==> config.mk <==
export PLATFORM = sky130hd
export DESIGN_NAME = led_fault_supervisor
export DESIGN_NICKNAME = d
export VERILOG_FILES = /design/src/led_fault_pkg.sv /design/src/led_fault_supervisor.sv
export SDC_FILE = /design/constraint.sdc
export NUM_CORES = 1
export LEC_CHECK = 0
export BUFFER_PORTS_ARGS = -buffer_cell sky130_fd_sc_hd__buf_2
export CORE_UTILIZATION = 50
export CTS_CLUSTER_SIZE = 8
export DETAILED_ROUTE_END_ITERATION = 10
export HOLD_SLACK_MARGIN = 0.02
export MAX_ROUTING_LAYER = met4
export PLACE_DENSITY = 0.7
export SYNTH_ARGS = -nofsm -noshare
export SYNTH_HDL_FRONTEND = slang
export SYNTH_SLANG_ARGS = --single-unit
==> constraint.sdc <==
create_clock -name clk_i -period 6.67 [get_ports clk_i]
set_input_delay 1.0005 -clock clk_i [delete_from_list [all_inputs] [get_ports clk_i]]
set_output_delay 1.0005 -clock clk_i [all_outputs]
set_load 0.01 [all_outputs]
==> src/led_fault_pkg.sv <==
// Constants, register map and state type of the LED fault supervisor
package led_fault_pkg;

    // Clock period in nanoseconds
    localparam int CLK_NS = 8;

    // Blanking after each LED turn-on, as a least time
    localparam int BLANK_NS = 1600;
    // Blanking in clock cycles, rounded up
    localparam int BLANK_CYC = (BLANK_NS + CLK_NS - 1) / CLK_NS;
    // Blanking counter width
    localparam int BLANK_W = 8;

    // Delay ramp level width
    localparam int LVL_W = 20;
    // Source current into the delay node, in tenths of a microamp
    localparam logic [LVL_W-1:0] CHARGE_STEP = 20'h0023a;
    // Sink current out of the delay node, in tenths of a microamp
    localparam logic [LVL_W-1:0] SINK_STEP = 20'h00012;
    // Reset shutdown level (2800 mV, ten units per millivolt)
    localparam logic [LVL_W-1:0] SHUT_LVL_RST = 20'h06d60;
    // Reset ceiling level (3600 mV)
    localparam logic [LVL_W-1:0] CEIL_LVL_RST = 20'h08ca0;
    // Reset restart level (350 mV)
    localparam logic [LVL_W-1:0] RESTART_LVL_RST = 20'h00dac;

    // Register byte offsets
    localparam logic [7:0] SHUT_LVL_OFS = 8'h00;
    localparam logic [7:0] CEIL_LVL_OFS = 8'h04;
    localparam logic [7:0] RESTART_LVL_OFS = 8'h08;
    localparam logic [7:0] STATUS_OFS = 8'h0c;
    localparam logic [7:0] LEVEL_OFS = 8'h10;
    localparam logic [7:0] EVENT_OFS = 8'h14;

    // Status register field positions
    localparam int ST_TYPE1_BIT = 0;
    localparam int ST_TYPE2_BIT = 1;
    localparam int ST_TYPE3_BIT = 2;
    localparam int ST_SHUT_BIT = 3;
    localparam int ST_STANDBY_BIT = 4;
    localparam int ST_AUTO_BIT = 5;
    localparam int ST_CATH_BIT = 6;
    localparam int ST_STATE_LSB = 8;

    // Event register field positions
    localparam int EV_TYPE1_BIT = 0;
    localparam int EV_SHUT_BIT = 1;
    localparam int EV_STANDBY_BIT = 2;
    localparam int EV_RESTART_BIT = 3;
    localparam int EV_W = 4;

    // Number of pin inputs through the synchroniser
    localparam int NIN = 12;

    // Supervisor states
    typedef enum logic [2:0] {
        S_STANDBY,
        S_RUN,
        S_SHUT,
        S_AUTO_WAIT,
        S_AUTO_DIS
    } sup_state_e;

endpackage

==> src/led_fault_supervisor.sv <==
// Fault supervisor for a three-string LED driver with a boost controller
`timescale 1ns/1ps
module led_fault_supervisor (
    input wire logic clk_i,
    input wire logic rst_i,
    input wire logic wb_cyc_i,
    input wire logic wb_stb_i,
    input wire logic wb_we_i,
    input wire logic [7:0] wb_adr_i,
    input wire logic [3:0] wb_sel_i,
    input wire logic [31:0] wb_dat_i,
    output logic [31:0] wb_dat_o,
    output logic wb_ack_o,
    input wire logic string_short_sense_low_i,
    input wire logic string_short_sense_high_i,
    input wire logic anode_feedback_over_i,
    input wire logic anode_feedback_under_i,
    input wire logic cathode_feedback_low_i,
    input wire logic thermistor_sense_low_i,
    input wire logic die_overtemp_shutdown_i,
    input wire logic supply_undervoltage_lockout_i,
    input wire logic led_on_i,
    input wire logic soft_start_done_i,
    input wire logic aux_channel_off_i,
    input wire logic delay_grounded_i,
    output logic shutdown_o,
    output logic standby_o,
    output logic restart_o,
    output logic delay_charge_o,
    output logic delay_discharge_o,
    output logic short_clamp_o,
    output logic [19:0] delay_level_o
);

    // Raw pin inputs gathered for the synchroniser
    logic [led_fault_pkg::NIN-1:0] pin_raw;
    // Three synchroniser stages
    logic [led_fault_pkg::NIN-1:0] sync1_q, sync2_q, sync3_q;
    // Filtered pin levels
    logic [led_fault_pkg::NIN-1:0] pin_q;

    assign pin_raw = {delay_grounded_i, aux_channel_off_i, soft_start_done_i, led_on_i,
                      supply_undervoltage_lockout_i, die_overtemp_shutdown_i,
                      thermistor_sense_low_i, cathode_feedback_low_i,
                      anode_feedback_under_i, anode_feedback_over_i,
                      string_short_sense_high_i, string_short_sense_low_i};

    // Per-pin three-stage synchroniser, level accepted once stages two and three agree
    genvar gi;
    generate
        for (gi = 0; gi < led_fault_pkg::NIN; gi++) begin : g_sync
            always_ff @(posedge clk_i) begin
                if (rst_i) begin
                    sync1_q[gi] <= 1'b0;
                    sync2_q[gi] <= 1'b0;
                    sync3_q[gi] <= 1'b0;
                    pin_q[gi] <= 1'b0;
                end else begin
                    sync1_q[gi] <= pin_raw[gi];
                    sync2_q[gi] <= sync1_q[gi];
                    sync3_q[gi] <= sync2_q[gi];
                    if (sync2_q[gi] == sync3_q[gi]) begin
                        pin_q[gi] <= sync3_q[gi];
                    end
                end
            end
        end
    endgenerate

    // Named views of the filtered pins
    logic str_low, str_high, fb_over, fb_under, cath_low, therm_low, die_hot, supply_low;
    logic led_on, ss_done, aux_off, dly_gnd;
    assign str_low = pin_q[0];
    assign str_high = pin_q[1];
    assign fb_over = pin_q[2];
    assign fb_under = pin_q[3];
    assign cath_low = pin_q[4];
    assign therm_low = pin_q[5];
    assign die_hot = pin_q[6];
    assign supply_low = pin_q[7];
    assign led_on = pin_q[8];
    assign ss_done = pin_q[9];
    assign aux_off = pin_q[10];
    assign dly_gnd = pin_q[11];

    // Software-set compare points of the delay ramp
    logic [led_fault_pkg::LVL_W-1:0] shut_lvl_q, ceil_lvl_q, restart_lvl_q;
    // Delay ramp level
    logic [led_fault_pkg::LVL_W-1:0] level_q, level_d;
    // Supervisor state
    led_fault_pkg::sup_state_e state_q, state_d;
    // Auto-restart mode captured at startup
    logic auto_q;
    // Cathode short latched at end of soft start
    logic cath_q;
    // Previous soft-start-done level for edge detection
    logic ss_done_q;
    // Previous LED phase for turn-on detection
    logic led_on_q;
    // Blanking counter after LED turn-on
    logic [led_fault_pkg::BLANK_W-1:0] blank_q;
    // Restart pulse register
    logic restart_q;
    // Sticky event bits
    logic [led_fault_pkg::EV_W-1:0] event_q;
    // Bus handshake
    logic ack_q;
    logic [31:0] rdat_q;

    // Fault classification signals
    logic blanked, led_sense, type1, type2_now, type2, type3, charge_on, dis_on;
    logic shut_hit, do_restart;

    // Blanking counter, reloaded at each LED turn-on
    always_ff @(posedge clk_i) begin
        if (rst_i) begin
            led_on_q <= 1'b0;
            blank_q <= '0;
        end else begin
            led_on_q <= led_on;
            if (led_on && !led_on_q) begin
                blank_q <= led_fault_pkg::BLANK_W'(led_fault_pkg::BLANK_CYC);
            end else if (blank_q != '0) begin
                blank_q <= blank_q - 1'b1;
            end
        end
    end

    // Fault sensing and grouping
    always_comb begin
        blanked = (blank_q != '0) || (led_on && !led_on_q);
        // Short-sense faults seen only in the LED-on phase after blanking
        led_sense = led_on && !blanked;
        type1 = led_sense && str_low && !str_high;
        // Anode faults are watched in both dimming phases
        type2_now = fb_over || fb_under || (led_sense && str_high);
        type2 = type2_now || cath_q;
        type3 = supply_low || die_hot || therm_low;
        // Charge during on phase for any fault, any time for anode faults
        charge_on = (fb_over || fb_under) || (led_on && (type1 || type2));
        // Discharge only in the on phase with every fault removed
        dis_on = led_on && !blanked && !type1 && !type2 && !str_high;
        shut_hit = type2 && !dly_gnd && (level_q >= shut_lvl_q);
    end

    // Next state and delay ramp model
    always_comb begin
        state_d = state_q;
        level_d = level_q;
        do_restart = 1'b0;
        if (type3) begin
            // Standby overrides every other response
            state_d = led_fault_pkg::S_STANDBY;
            level_d = '0;
        end else begin
            unique case (state_q)
                led_fault_pkg::S_STANDBY: begin
                    // Condition cleared, restart from soft start
                    state_d = led_fault_pkg::S_RUN;
                    do_restart = 1'b1;
                end
                led_fault_pkg::S_RUN: begin
                    if (dly_gnd) begin
                        // Node held at ground, ramp cannot rise
                        level_d = '0;
                    end else if (shut_hit) begin
                        if (!auto_q) begin
                            state_d = led_fault_pkg::S_SHUT;
                            level_d = ceil_lvl_q;
                        end else begin
                            level_d = shut_lvl_q;
                            state_d = fb_over ? led_fault_pkg::S_AUTO_WAIT
                                               : led_fault_pkg::S_AUTO_DIS;
                        end
                    end else if (charge_on) begin
                        // Charge, saturating at the ceiling
                        if (level_q >= ceil_lvl_q - led_fault_pkg::CHARGE_STEP) begin
                            level_d = ceil_lvl_q;
                        end else begin
                            level_d = level_q + led_fault_pkg::CHARGE_STEP;
                        end
                    end else if (dis_on) begin
                        // Discharge, saturating at zero
                        if (level_q <= led_fault_pkg::SINK_STEP) begin
                            level_d = '0;
                        end else begin
                            level_d = level_q - led_fault_pkg::SINK_STEP;
                        end
                    end
                end
                led_fault_pkg::S_SHUT: begin
                    // Latched until standby
                    level_d = ceil_lvl_q;
                end
                led_fault_pkg::S_AUTO_WAIT: begin
                    // Held at shutdown level while over-voltage lasts
                    level_d = shut_lvl_q;
                    if (!fb_over) begin
                        state_d = led_fault_pkg::S_AUTO_DIS;
                    end
                end
                led_fault_pkg::S_AUTO_DIS: begin
                    if (level_q <= restart_lvl_q + led_fault_pkg::SINK_STEP) begin
                        // Restart level reached, soft start again
                        level_d = restart_lvl_q;
                        state_d = led_fault_pkg::S_RUN;
                        do_restart = 1'b1;
                    end else begin
                        level_d = level_q - led_fault_pkg::SINK_STEP;
                    end
                end
                default: begin
                    state_d = led_fault_pkg::S_STANDBY;
                end
            endcase
        end
    end

    // State and ramp registers
    always_ff @(posedge clk_i) begin
        if (rst_i) begin
            state_q <= led_fault_pkg::S_STANDBY;
            level_q <= '0;
            restart_q <= 1'b0;
        end else begin
            state_q <= state_d;
            level_q <= level_d;
            restart_q <= do_restart;
        end
    end

    // Auto-restart mode captured when leaving standby
    always_ff @(posedge clk_i) begin
        if (rst_i) begin
            auto_q <= 1'b0;
        end else if (state_q == led_fault_pkg::S_STANDBY && !type3) begin
            auto_q <= !aux_off;
        end
    end

    // Cathode short latch, set at end of soft start, kept until shutdown or standby
    always_ff @(posedge clk_i) begin
        if (rst_i) begin
            ss_done_q <= 1'b0;
            cath_q <= 1'b0;
        end else begin
            ss_done_q <= ss_done;
            if (state_q != led_fault_pkg::S_RUN || shut_hit) begin
                cath_q <= 1'b0;
            end else if (ss_done && !ss_done_q && cath_low) begin
                cath_q <= 1'b1;
            end
        end
    end

    // Outputs
    always_comb begin
        shutdown_o = (state_q == led_fault_pkg::S_SHUT) ||
                     (state_q == led_fault_pkg::S_AUTO_WAIT) ||
                     (state_q == led_fault_pkg::S_AUTO_DIS);
        standby_o = (state_q == led_fault_pkg::S_STANDBY);
        restart_o = restart_q;
        delay_charge_o = (state_q == led_fault_pkg::S_RUN) && charge_on && !dly_gnd;
        delay_discharge_o = ((state_q == led_fault_pkg::S_RUN) && !charge_on && dis_on) ||
                            (state_q == led_fault_pkg::S_AUTO_DIS);
        // Clamp only while regulating through a single-string fault
        short_clamp_o = (state_q == led_fault_pkg::S_RUN) && type1;
        delay_level_o = level_q;
    end

    // Bus access signals
    logic bus_req, wr_go;
    logic [31:0] sel_mask;
    assign bus_req = wb_cyc_i && wb_stb_i;
    // Writes land on the edge that sees ack high
    assign wr_go = bus_req && wb_we_i && ack_q;
    assign sel_mask = {{8{wb_sel_i[3]}}, {8{wb_sel_i[2]}}, {8{wb_sel_i[1]}}, {8{wb_sel_i[0]}}};

    // Merge byte lanes into a stored level
    function automatic logic [led_fault_pkg::LVL_W-1:0] merge(
        input logic [led_fault_pkg::LVL_W-1:0] old_v
    );
        logic [31:0] wide;
        wide = ({12'h000, old_v} & ~sel_mask) | (wb_dat_i & sel_mask);
        return wide[led_fault_pkg::LVL_W-1:0];
    endfunction

    // Compare-point registers
    always_ff @(posedge clk_i) begin
        if (rst_i) begin
            shut_lvl_q <= led_fault_pkg::SHUT_LVL_RST;
            ceil_lvl_q <= led_fault_pkg::CEIL_LVL_RST;
            restart_lvl_q <= led_fault_pkg::RESTART_LVL_RST;
        end else if (wr_go) begin
            if (wb_adr_i == led_fault_pkg::SHUT_LVL_OFS) begin
                shut_lvl_q <= merge(shut_lvl_q);
            end
            if (wb_adr_i == led_fault_pkg::CEIL_LVL_OFS) begin
                ceil_lvl_q <= merge(ceil_lvl_q);
            end
            if (wb_adr_i == led_fault_pkg::RESTART_LVL_OFS) begin
                restart_lvl_q <= merge(restart_lvl_q);
            end
        end
    end

    // Sticky events, write one to clear, a new event wins over the clear
    logic [led_fault_pkg::EV_W-1:0] ev_set, ev_clr;
    always_comb begin
        ev_set = '0;
        ev_set[led_fault_pkg::EV_TYPE1_BIT] = type1 && (state_q == led_fault_pkg::S_RUN);
        ev_set[led_fault_pkg::EV_SHUT_BIT] = shut_hit && (state_q == led_fault_pkg::S_RUN) &&
                                             !type3;
        ev_set[led_fault_pkg::EV_STANDBY_BIT] = type3 &&
                                                (state_q != led_fault_pkg::S_STANDBY);
        ev_set[led_fault_pkg::EV_RESTART_BIT] = do_restart;
        ev_clr = '0;
        if (wr_go && wb_adr_i == led_fault_pkg::EVENT_OFS && wb_sel_i[0]) begin
            ev_clr = wb_dat_i[led_fault_pkg::EV_W-1:0];
        end
    end

    // Event register
    always_ff @(posedge clk_i) begin
        if (rst_i) begin
            event_q <= '0;
        end else begin
            event_q <= (event_q & ~ev_clr) | ev_set;
        end
    end

    // Read multiplexer, unmapped offsets read zero
    logic [31:0] rd_mux;
    always_comb begin
        rd_mux = 32'h0000_0000;
        unique case (wb_adr_i)
            led_fault_pkg::SHUT_LVL_OFS: rd_mux = {12'h000, shut_lvl_q};
            led_fault_pkg::CEIL_LVL_OFS: rd_mux = {12'h000, ceil_lvl_q};
            led_fault_pkg::RESTART_LVL_OFS: rd_mux = {12'h000, restart_lvl_q};
            led_fault_pkg::LEVEL_OFS: rd_mux = {12'h000, level_q};
            led_fault_pkg::EVENT_OFS: rd_mux = {28'h000_0000, event_q};
            led_fault_pkg::STATUS_OFS: begin
                rd_mux[led_fault_pkg::ST_TYPE1_BIT] = type1;
                rd_mux[led_fault_pkg::ST_TYPE2_BIT] = type2;
                rd_mux[led_fault_pkg::ST_TYPE3_BIT] = type3;
                rd_mux[led_fault_pkg::ST_SHUT_BIT] = shutdown_o;
                rd_mux[led_fault_pkg::ST_STANDBY_BIT] = standby_o;
                rd_mux[led_fault_pkg::ST_AUTO_BIT] = auto_q;
                rd_mux[led_fault_pkg::ST_CATH_BIT] = cath_q;
                rd_mux[led_fault_pkg::ST_STATE_LSB +: 3] = state_q;
            end
            default: rd_mux = 32'h0000_0000;
        endcase
    end

    // Wishbone ack one cycle after the request, dropped the cycle after
    always_ff @(posedge clk_i) begin
        if (rst_i) begin
            ack_q <= 1'b0;
            rdat_q <= 32'h0000_0000;
        end else begin
            ack_q <= bus_req && !ack_q;
            if (bus_req && !ack_q) begin
                rdat_q <= rd_mux;
            end
        end
    end

    assign wb_ack_o = ack_q;
    assign wb_dat_o = rdat_q;

endmodule // led_fault_supervisor

==> impl_metrics.ini, run 1 <==
[outcome]
run_status = finished, final reports clean

[placed_design]
post-dp-hpwl_um = 24100
post-place-ws_ns = 1.67
dp_cells = 1618
placement.io_buffers = 94
gp_routability_congestion = 0.977
placed_area_mm2 = 0.0113

[setup_path]
crit_path_max_fanout = 21
timing.critical_path.arrival_ns = 5.39
worst_setup_path_start_kind = flop
setup.worst_path.class = reg2reg
kind_of_capture_point_of_the_worst_setup_path = flop
cp_data_required_time_ns = 6.97

[synthesis]
synth-edff-count = 0
synthesis.instances = 1327
synth.yosys.seq_area_share = 0.314
synth_area_per_cell_um2 = 8.13
yosys_warnings = 0
async_flop_share = 0
synthesis.area_mm2 = 0.0108
ys_seq_elements = 169
postSynth.topFlopCell = sky130_fd_sc_hd__dfxtp_1
unique_masters_post_synth = 79

[clock_network]
clock_tree_root_buffer_cell = sky130_fd_sc_hd__clkbuf_16
cts_resized = 0
cts_tree = yes
worst_skew_pair.late_latency_ns = 0.44
clockBufferDepth = 2
clock_edge_transition_at_the_registers_on_the_reported_setup_and_hold_paths_ns = 0.07
cts_inserted_buffers = 17
cts_hold_buffers = 0
cts_max_level = 4
postCtsSetupBuffers = 0
cts_num_sinks = 169

[timing]
rsz0062_at_grt = false
final.period_utilization = 0.763
timing.setup.tns_ns = 0
worstMarginPinSlew_ns = 1.13
setup_viol = 0
report.final.hold_viol_count = 0
timing.fmax_ghz = 0.196
final_max_slew_viol_count = 0
finClkSkew_ns = 0.00887
finalHoldWorstSlack_ns = 0.440
shortest_period_the_worst_path_allows_ns = 5.09
slew-limit-headroom = 0.245
setup_slack_after_layout_ns = 1.58

[floorplanning]
die-area_mm2 = 0.0222
placementRows = 53
placeableCoreArea_mm2 = 0.0211
boundaryPins = 120
initial_utilization = 0.512
die_w_um = 149
die_height_um = 149

[global_route]
met2_use_gr = 0.463
antenna_found_initial = 0
track_usage = 0.320
met1_usage_in_global_routing = 0.444
grt_pass1_wl_um = 52600
grt_busiest_layer = met2
globalRouteOverflowTotal = 0
gr-usage-met3 = 0.0630
grt_max_degree = 92
number_of_global_route_vias_before_repair = 9238

[finish]
fin_cells = 1649
layout.cells.most_common_list = 169 x sky130_fd_sc_hd__dfxtp_1, 110 x sky130_fd_sc_hd__nor2_1, 109 x sky130_fd_sc_hd__a21oi_1
post-route-cell-area_mm2 = 0.0120
layout-drive-gt1-share = 0.130
antenna_cells = 0
mostFrequentLayoutCell = sky130_fd_sc_hd__dfxtp_1
final.fill_count = 1976
final_core_utilization = 0.568
flow.area_growth_from_synthesis_pct = 11.1
nNetsFinal = 1488

[route]
first_iter_violations = 1210
drc = 0
detail_route.wl_per_cell_um = 20.8
post_drt_via_cell_ratio = 6.25
dr_total_vias = 10300
ant_nets = 0
postRouteWirelength_um = 34300
firstDrtPassIters = 6

[job]
cap_violations = 0

[power_and_ir_drop]
fin_total_pwr_mw = 2.88
pwr_density_cell_mw_per_mm2 = 240
worst_ir_drop_vdd_v = 0.000188
leakage_nw = 4.95

[min_path]
hold_path.class = reg2reg
hold_path_startpoint = sync1_q[8]
[Yosys cell counts, drive strengths merged (8+ instances only)]
library cell | number | area (um^2)
nand4 | 16 | 100
nor2b | 45 | 282
dfxtp | 169 | 3380
nand2 | 106 | 398
nand2b | 10 | 62.6
a211oi | 10 | 80.1
ha | 65 | 813
o211ai | 16 | 120
and3 | 11 | 68.8
mux2 | 11 | 124
a22oi | 40 | 300
a21o | 11 | 82.6
xnor2 | 35 | 307
o21ai | 76 | 384
inv | 38 | 143
or3 | 8 | 50.1
mux2i | 77 | 771
buf | 24 | 160
a21oi | 110 | 562
a31oi | 30 | 188
nor2 | 111 | 417
nor3 | 33 | 181
nand3 | 36 | 180
xor2 | 30 | 263
nor4 | 8 | 56.3
clkbuf | 89 | 334
or4 | 8 | 63.8
a22o | 16 | 140
[logic make-up (layout without fill, tap and decap cells)]
logic type | count (synthesis) | in the layout | share of synthesized area
adder cells (fa/ha/maj) | 66 | 66 | 0.0763
other | 1 | 12 | 0.000348
flip-flops | 169 | 169 | 0.314
AND/OR/NAND/NOR | 418 | 418 | 0.191
AO/OA/AOI/OAI | 369 | 369 | 0.224
buffers and inverters | 151 | 187 | 0.0590
XOR/XNOR | 65 | 65 | 0.0528
multiplexers | 88 | 88 | 0.0829
[where the power goes]
group / switching, mW / leakage (nW) / internal [mW] / total [mW]
Combinational: 0.400 / 3.26 / 0.280 / 0.680
Sequential: 0.0590 / 1.38 / 1.05 / 1.11
Clock: 0.475 / 0.315 / 0.612 / 1.09
[worst max-delay path: stages, from the launching register on]
cell and delay (ns):
sky130_fd_sc_hd__dfxtp_1 0.46, sky130_fd_sc_hd__ha_1 0.23, sky130_fd_sc_hd__a21oi_1 0.11, sky130_fd_sc_hd__nor2_1 0.23
sky130_fd_sc_hd__nand4_1 0.23, sky130_fd_sc_hd__nor2_1 0.26, sky130_fd_sc_hd__nand3_1 0.12, sky130_fd_sc_hd__xor2_1 0.17
sky130_fd_sc_hd__ha_1 0.30, sky130_fd_sc_hd__nand4_1 0.15, sky130_fd_sc_hd__or4_1 0.58, sky130_fd_sc_hd__a21o_1 0.18
sky130_fd_sc_hd__o2111ai_1 0.34, sky130_fd_sc_hd__nand2_1 0.81, sky130_fd_sc_hd__mux2_2 0.52, sky130_fd_sc_hd__a21oi_1 0.16
sky130_fd_sc_hd__a31oi_1 0.09
[per-layer routing]
metal  wire [um]  part of all wire  vias to the layer above
met3        3760              0.11                       52
met5           0                 0                        -
met1       15100              0.44                     4858
met2       14700              0.43                      549
li1            -                 -                     4844
met4         694             0.020                        0
[area by class of cell]
cell class / count / area, um^2 / share of cell area
clock inverters: 14 / 219 / 0.0183
repair buffers: 118 / 653 / 0.0545
multi-input cells: 1018 / 6820 / 0.569
inverters: 38 / 143 / 0.0119
flip-flops and latches: 169 / 3380 / 0.282
well taps: 275 / 344 / 0.0287
clock buffers: 17 / 425 / 0.0355
[worst paths after layout]
path,to,slack [ns],cells after the start
min reg2reg,sync2_q[8],0.44,1
min,sync2_q[8],0.44,1
max,delay_level_o[9],1.58,16
max reg2reg,delay_level_o[9],1.58,16
Power figures use the tool's default switching activity.
==> run 2: changes to the inputs <==
==> constraint.sdc (replaced) <==
create_clock -name clk_i -period 5.1 [get_ports clk_i]
set_input_delay 0.765 -clock clk_i [delete_from_list [all_inputs] [get_ports clk_i]]
set_output_delay 0.765 -clock clk_i [all_outputs]
set_load 0.01 [all_outputs]
==> impl_metrics.ini, run 2 (same netlist as run 1, synthesis figures left out) <==
[timing]
timing.fmax_ghz = 0.222
final.period_utilization = 0.884
report.final.hold_viol_count = 0
timing.setup.tns_ns = 0
finClkSkew_ns = 0.0129
slew-limit-headroom = 0.235
shortest_period_the_worst_path_allows_ns = 4.51
setup_viol = 0
rsz0062_at_grt = false
worstMarginPinSlew_ns = 1.15
final_max_slew_viol_count = 0

[floorplanning]
boundaryPins = 120
die_w_um = 149
die-area_mm2 = 0.0222
placeableCoreArea_mm2 = 0.0211
placementRows = 53
initial_utilization = 0.512
die_height_um = 149

[setup_path]
timing.critical_path.slowest_stage_cell = sky130_fd_sc_hd__o21a_1
timing.critical_path.arrival_ns = 4.87
r2r_end = delay_level_o[0]
crit_path_cell_trace = inv_1, ha_1, nor2_1, a21oi_1, nand2_1, nand2_1, nand2_1, nor3b_1, xnor2_1, ha_1, a21oi_1, o21ai_0, a21oi_1, o21a_1, a31oi_1, or3_1, o211a_1, a211oi_2
kind_of_capture_point_of_the_worst_setup_path = flop
worstRegToRegCells = 18
worst_setup_path_start_kind = flop
setup.worst_path.class = reg2reg
cp_data_required_time_ns = 5.46
crit_path_max_fanout = 20
setup.reg_to_reg.worst_slack_ns = 0.59
cp_slowest_stage_delay_ns = 0.72

[route]
post_drt_via_cell_ratio = 6.21
first_iter_violations = 1067
dr_total_vias = 10300
postRouteWirelength_um = 34300
ant_nets = 0
detail_route.wl_per_cell_um = 20.7
firstDrtPassIters = 7
drc = 0

[global_route]
number_of_global_route_vias_before_repair = 9459
grt_pass1_wl_um = 52800
antenna_found_initial = 0
grt_max_degree = 99
track_usage = 0.320
globalRouteOverflowTotal = 0

[clock_network]
cts_hold_buffers = 0
cts_resized = 0
cts_num_sinks = 169
worst_skew_pair.late_latency_ns = 0.44
clock_edge_transition_at_the_registers_on_the_reported_setup_and_hold_paths_ns = 0.08
cts_max_level = 4
cts_tree = yes
postCtsSetupBuffers = 0
cts_inserted_buffers = 17
clockBufferDepth = 2
clock_tree_root_buffer_cell = sky130_fd_sc_hd__clkbuf_16

[power_and_ir_drop]
switchingPower_mw = 1.28
fin_total_pwr_mw = 3.70
pwr_density_cell_mw_per_mm2 = 308
power.share.combinational = 0.242
internal_power_mw = 2.43
clock_power_share = 0.365
power.switching_fraction = 0.345
share_seq_of_total_power = 0.392
worst_ir_drop_vdd_v = 0.000254
leakage_nw = 4.96

[finish]
antenna_cells = 0
final_core_utilization = 0.570
flow.area_growth_from_synthesis_pct = 11.3
nNetsFinal = 1493
fin_cells = 1655
mostFrequentLayoutCell = sky130_fd_sc_hd__dfxtp_1
post-route-cell-area_mm2 = 0.0120
final.fill_count = 1989
layout.cells.most_common_list = 169 x sky130_fd_sc_hd__dfxtp_1, 110 x sky130_fd_sc_hd__nor2_1, 109 x sky130_fd_sc_hd__a21oi_1
layout-drive-gt1-share = 0.133

[placed_design]
placement.io_buffers = 94
placed_area_mm2 = 0.0114
gp_routability_congestion = 0.964
dp_cells = 1623
post-dp-hpwl_um = 24300

[min_path]
hold_path_startpoint = sync1_q[9]
hold_path.class = reg2reg
worstHoldPathCells = 1
worst_hold_path.endpoint = sync2_q[9]

[outcome]
run_status = finished, final reports clean

[job]
cap_violations = 0
==> run 2: changes by cell type in the layout (fill, tap and decap cells not counted), moves of 2 or more <==
cell / before / now
sky130_fd_sc_hd__inv_6: 4 / 2
sky130_fd_sc_hd__inv_12: 0 / 4
sky130_fd_sc_hd__bufinv_16: 3 / 0
sky130_fd_sc_hd__inv_8: 4 / 1
sky130_fd_sc_hd__clkinv_8: 3 / 6
sky130_fd_sc_hd__buf_4: 25 / 30
==> run 2: metrics by stage <==
| step | worst slack (ns) | hold slack, ns |
|---|---|---|
| 2_1_floorplan | 1.25 | 0.414 |
| 3_3_place_gp | 0.765 | 0.415 |
| 3_5_place_dp | 0.712 | 0.422 |
| 4_1_cts | 0.695 | 0.441 |
| 5_1_grt | 0.345 | 0.461 |
| 6_report | 0.589 | 0.443 |
==> run 2: how the worst max path moves through the flow <==
stage          start                end  slack (ns)
3_5_place_dp    flop  delay_level_o[12]        0.71
6_report        flop   delay_level_o[0]        0.59
5_1_grt         flop   delay_level_o[9]        0.35
4_1_cts         flop  delay_level_o[12]        0.69
2_1_floorplan   flop  delay_level_o[12]        1.25
3_3_place_gp    flop  delay_level_o[11]        0.76
==> run 2: metal layers <==
layer	vias up	wire length (um)	share of wire	track usage
met4	0	657	0.019	0.106
met5	-	0	0	-
met3	57	3620	0.11	0.0606
li1	4850	-	-	-
met2	540	14900	0.44	0.472
met1	4827	15100	0.44	0.436
==> run 2: final cells by class <==
class / count / area (um^2) / area share
Sequential cell: 169 / 3380 / 0.282
Clock buffer: 17 / 425 / 0.0354
Multi-Input combinational cell: 1018 / 6820 / 0.568
Clock inverter: 15 / 208 / 0.0173
Timing Repair Buffer: 123 / 691 / 0.0575
Inverter: 38 / 143 / 0.0119
Tap cell: 275 / 344 / 0.0286
==> run 2: worst max-delay path, delay by kind of cell (launching register included) <==
kind | cells | cell delay (ns)
xor+xnor | 1 | 0.15
buf+inv | 1 | 0.19
fa+ha+maj | 2 | 0.47
simple gates | 6 | 1.15
flops | 1 | 0.43
compound gates | 8 | 2.03
==> run 2: power by group through the flow <==
stage	clock (mW)	sequential, mW	combinational, mW
final	1.35	1.45	0.898
after global routing	1.42	1.46	0.985
after CTS	1.37	1.45	0.885
after detailed placement	0	1.48	0.880
after global placement	0	1.48	0.864
after floorplan	0	1.46	0.666
==> run 3: changes to the inputs <==
--- a/config.mk
+++ b/config.mk
@@ -6,6 +6,7 @@
 export NUM_CORES = 1
 export LEC_CHECK = 0
 export BUFFER_PORTS_ARGS = -buffer_cell sky130_fd_sc_hd__buf_2
+export CORE_ASPECT_RATIO = 0.5
 export CORE_UTILIZATION = 50
 export CTS_CLUSTER_SIZE = 8
 export DETAILED_ROUTE_END_ITERATION = 10
==> impl_metrics.ini, run 3 (same netlist as run 1, synthesis figures left out) <==
[timing]
final_max_slew_viol_count = 0
slew-limit-headroom = 0.144
timing.fmax_ghz = 0.218
rsz0062_at_grt = false
finalHoldWorstSlack_ns = 0.437
setup_viol = 0
final.period_utilization = 0.900
report.final.hold_viol_count = 0
timing.setup.tns_ns = 0
finClkSkew_ns = 0.0183
worstMarginPinSlew_ns = 1.28
shortest_period_the_worst_path_allows_ns = 4.59

[setup_path]
crit_path_cell_trace = ha_1, a21oi_1, nor2_1, nand4_1, nor2_1, nand3_1, xor2_1, ha_1, nand4_1, or4_1, a21o_1, o2111ai_1, nand2_1, buf_4, nor4_1, a311oi_1, a31oi_1
worst_setup_path_start_kind = flop
cp_data_required_time_ns = 5.48
crit_path_max_fanout = 16
timing.critical_path.arrival_ns = 4.97
cp_slowest_stage_delay_ns = 0.60
kind_of_capture_point_of_the_worst_setup_path = flop
worstRegToRegCells = 17
timing.critical_path.slowest_stage_cell = sky130_fd_sc_hd__or4_1
setup.worst_path.class = reg2reg

[clock_network]
cts_inserted_buffers = 17
cts_resized = 0
clock_edge_transition_at_the_registers_on_the_reported_setup_and_hold_paths_ns = 0.07
postCtsSetupBuffers = 0
cts_num_sinks = 169
cts_max_level = 4
cts_tree = yes
worst_skew_pair.late_latency_ns = 0.46
clock_tree_root_buffer_cell = sky130_fd_sc_hd__clkbuf_16
clockBufferDepth = 2
cts_hold_buffers = 0

[route]
first_iter_violations = 1185
postRouteWirelength_um = 36900
ant_nets = 0
detail_route.wl_per_cell_um = 22.3
dr_total_vias = 10600
firstDrtPassIters = 6
drc = 0
post_drt_via_cell_ratio = 6.37

[floorplanning]
die_height_um = 106
initial_utilization = 0.518
placementRows = 37
die-area_mm2 = 0.0222
boundaryPins = 120
placeableCoreArea_mm2 = 0.0208
die_w_um = 210

[placed_design]
placement.io_buffers = 94
placed_area_mm2 = 0.0114
gp_routability_congestion = 0.989
post-dp-hpwl_um = 25700

[finish]
layout-drive-gt1-share = 0.136
post-route-cell-area_mm2 = 0.0120
mostFrequentLayoutCell = sky130_fd_sc_hd__dfxtp_1
flow.area_growth_from_synthesis_pct = 11.1
nNetsFinal = 1498
layout.cells.most_common_list = 169 x sky130_fd_sc_hd__dfxtp_1, 110 x sky130_fd_sc_hd__nor2_1, 109 x sky130_fd_sc_hd__a21oi_1

[min_path]
hold_path_startpoint = sync1_q[7]
hold_path.class = reg2reg
worstHoldPathCells = 1

[global_route]
globalRouteOverflowTotal = 0
antenna_found_initial = 0
number_of_global_route_vias_before_repair = 9916
track_usage = 0.344
grt_max_degree = 65
grt_pass1_wl_um = 56200

[power_and_ir_drop]
pwr_density_cell_mw_per_mm2 = 306
leakage_nw = 4.97
worst_ir_drop_vdd_v = 0.000239

[job]
cap_violations = 0

[outcome]
run_status = finished, final reports clean
-- run 3: area by class of cell --
class                   count  area, um^2
clock inverters            12         105
repair buffers            128         741
fillers                  1920        8840
multi-input cells        1018        6820
diodes                      1        2.50
well taps                 273         342
flip-flops and latches    169        3380
inverters                  38         143
clock buffers              20         457
-- run 3: final timing paths --
| check | end | slack, ns |
|---|---|---|
| min | sync2_q[7] | 0.44 |
| max | delay_level_o[4] | 0.51 |
| min reg2reg | sync2_q[7] | 0.44 |
| max reg2reg | delay_level_o[4] | 0.51 |
-- run 3: where the power goes --
group | internal (mW) | switching (mW)
logic | 0.382 | 0.550
clock network | 0.665 | 0.610
registers | 1.38 | 0.0911
total | 2.42 | 1.25
-- run 3: per-stage QoR --
step | util | cells | total power, mW | worst slack, ns
3_5_place_dp | 0.548 | 1626 | 2.40 | 0.688
3_3_place_gp | 0.548 | 1626 | 2.37 | 0.792
2_1_floorplan | - | 1338 | 2.13 | 1.25
5_1_grt | 0.575 | 1658 | 3.82 | 0.256
6_report | 0.575 | 1659 | 3.67 | 0.510
4_1_cts | 0.575 | 1658 | 3.66 | 0.645
-- run 3: critical path, delay by kind of cell, from the launching register on --
kind,cells,cell delay (ns)
simple gates,8,2.14
xor+xnor,1,0.17
fa+ha+maj,2,0.52
compound gates,5,0.92
buf+inv,1,0.28
flops,1,0.45
-- run 3: per-layer routing --
layer  global-route usage  part of all wire  up-vias
met3                0.102              0.11       84
li1                     -                 -     4882
met2                0.501              0.43      576
met4                0.133             0.029        0
met1                0.447              0.43     5028
met5                    -                 0        -
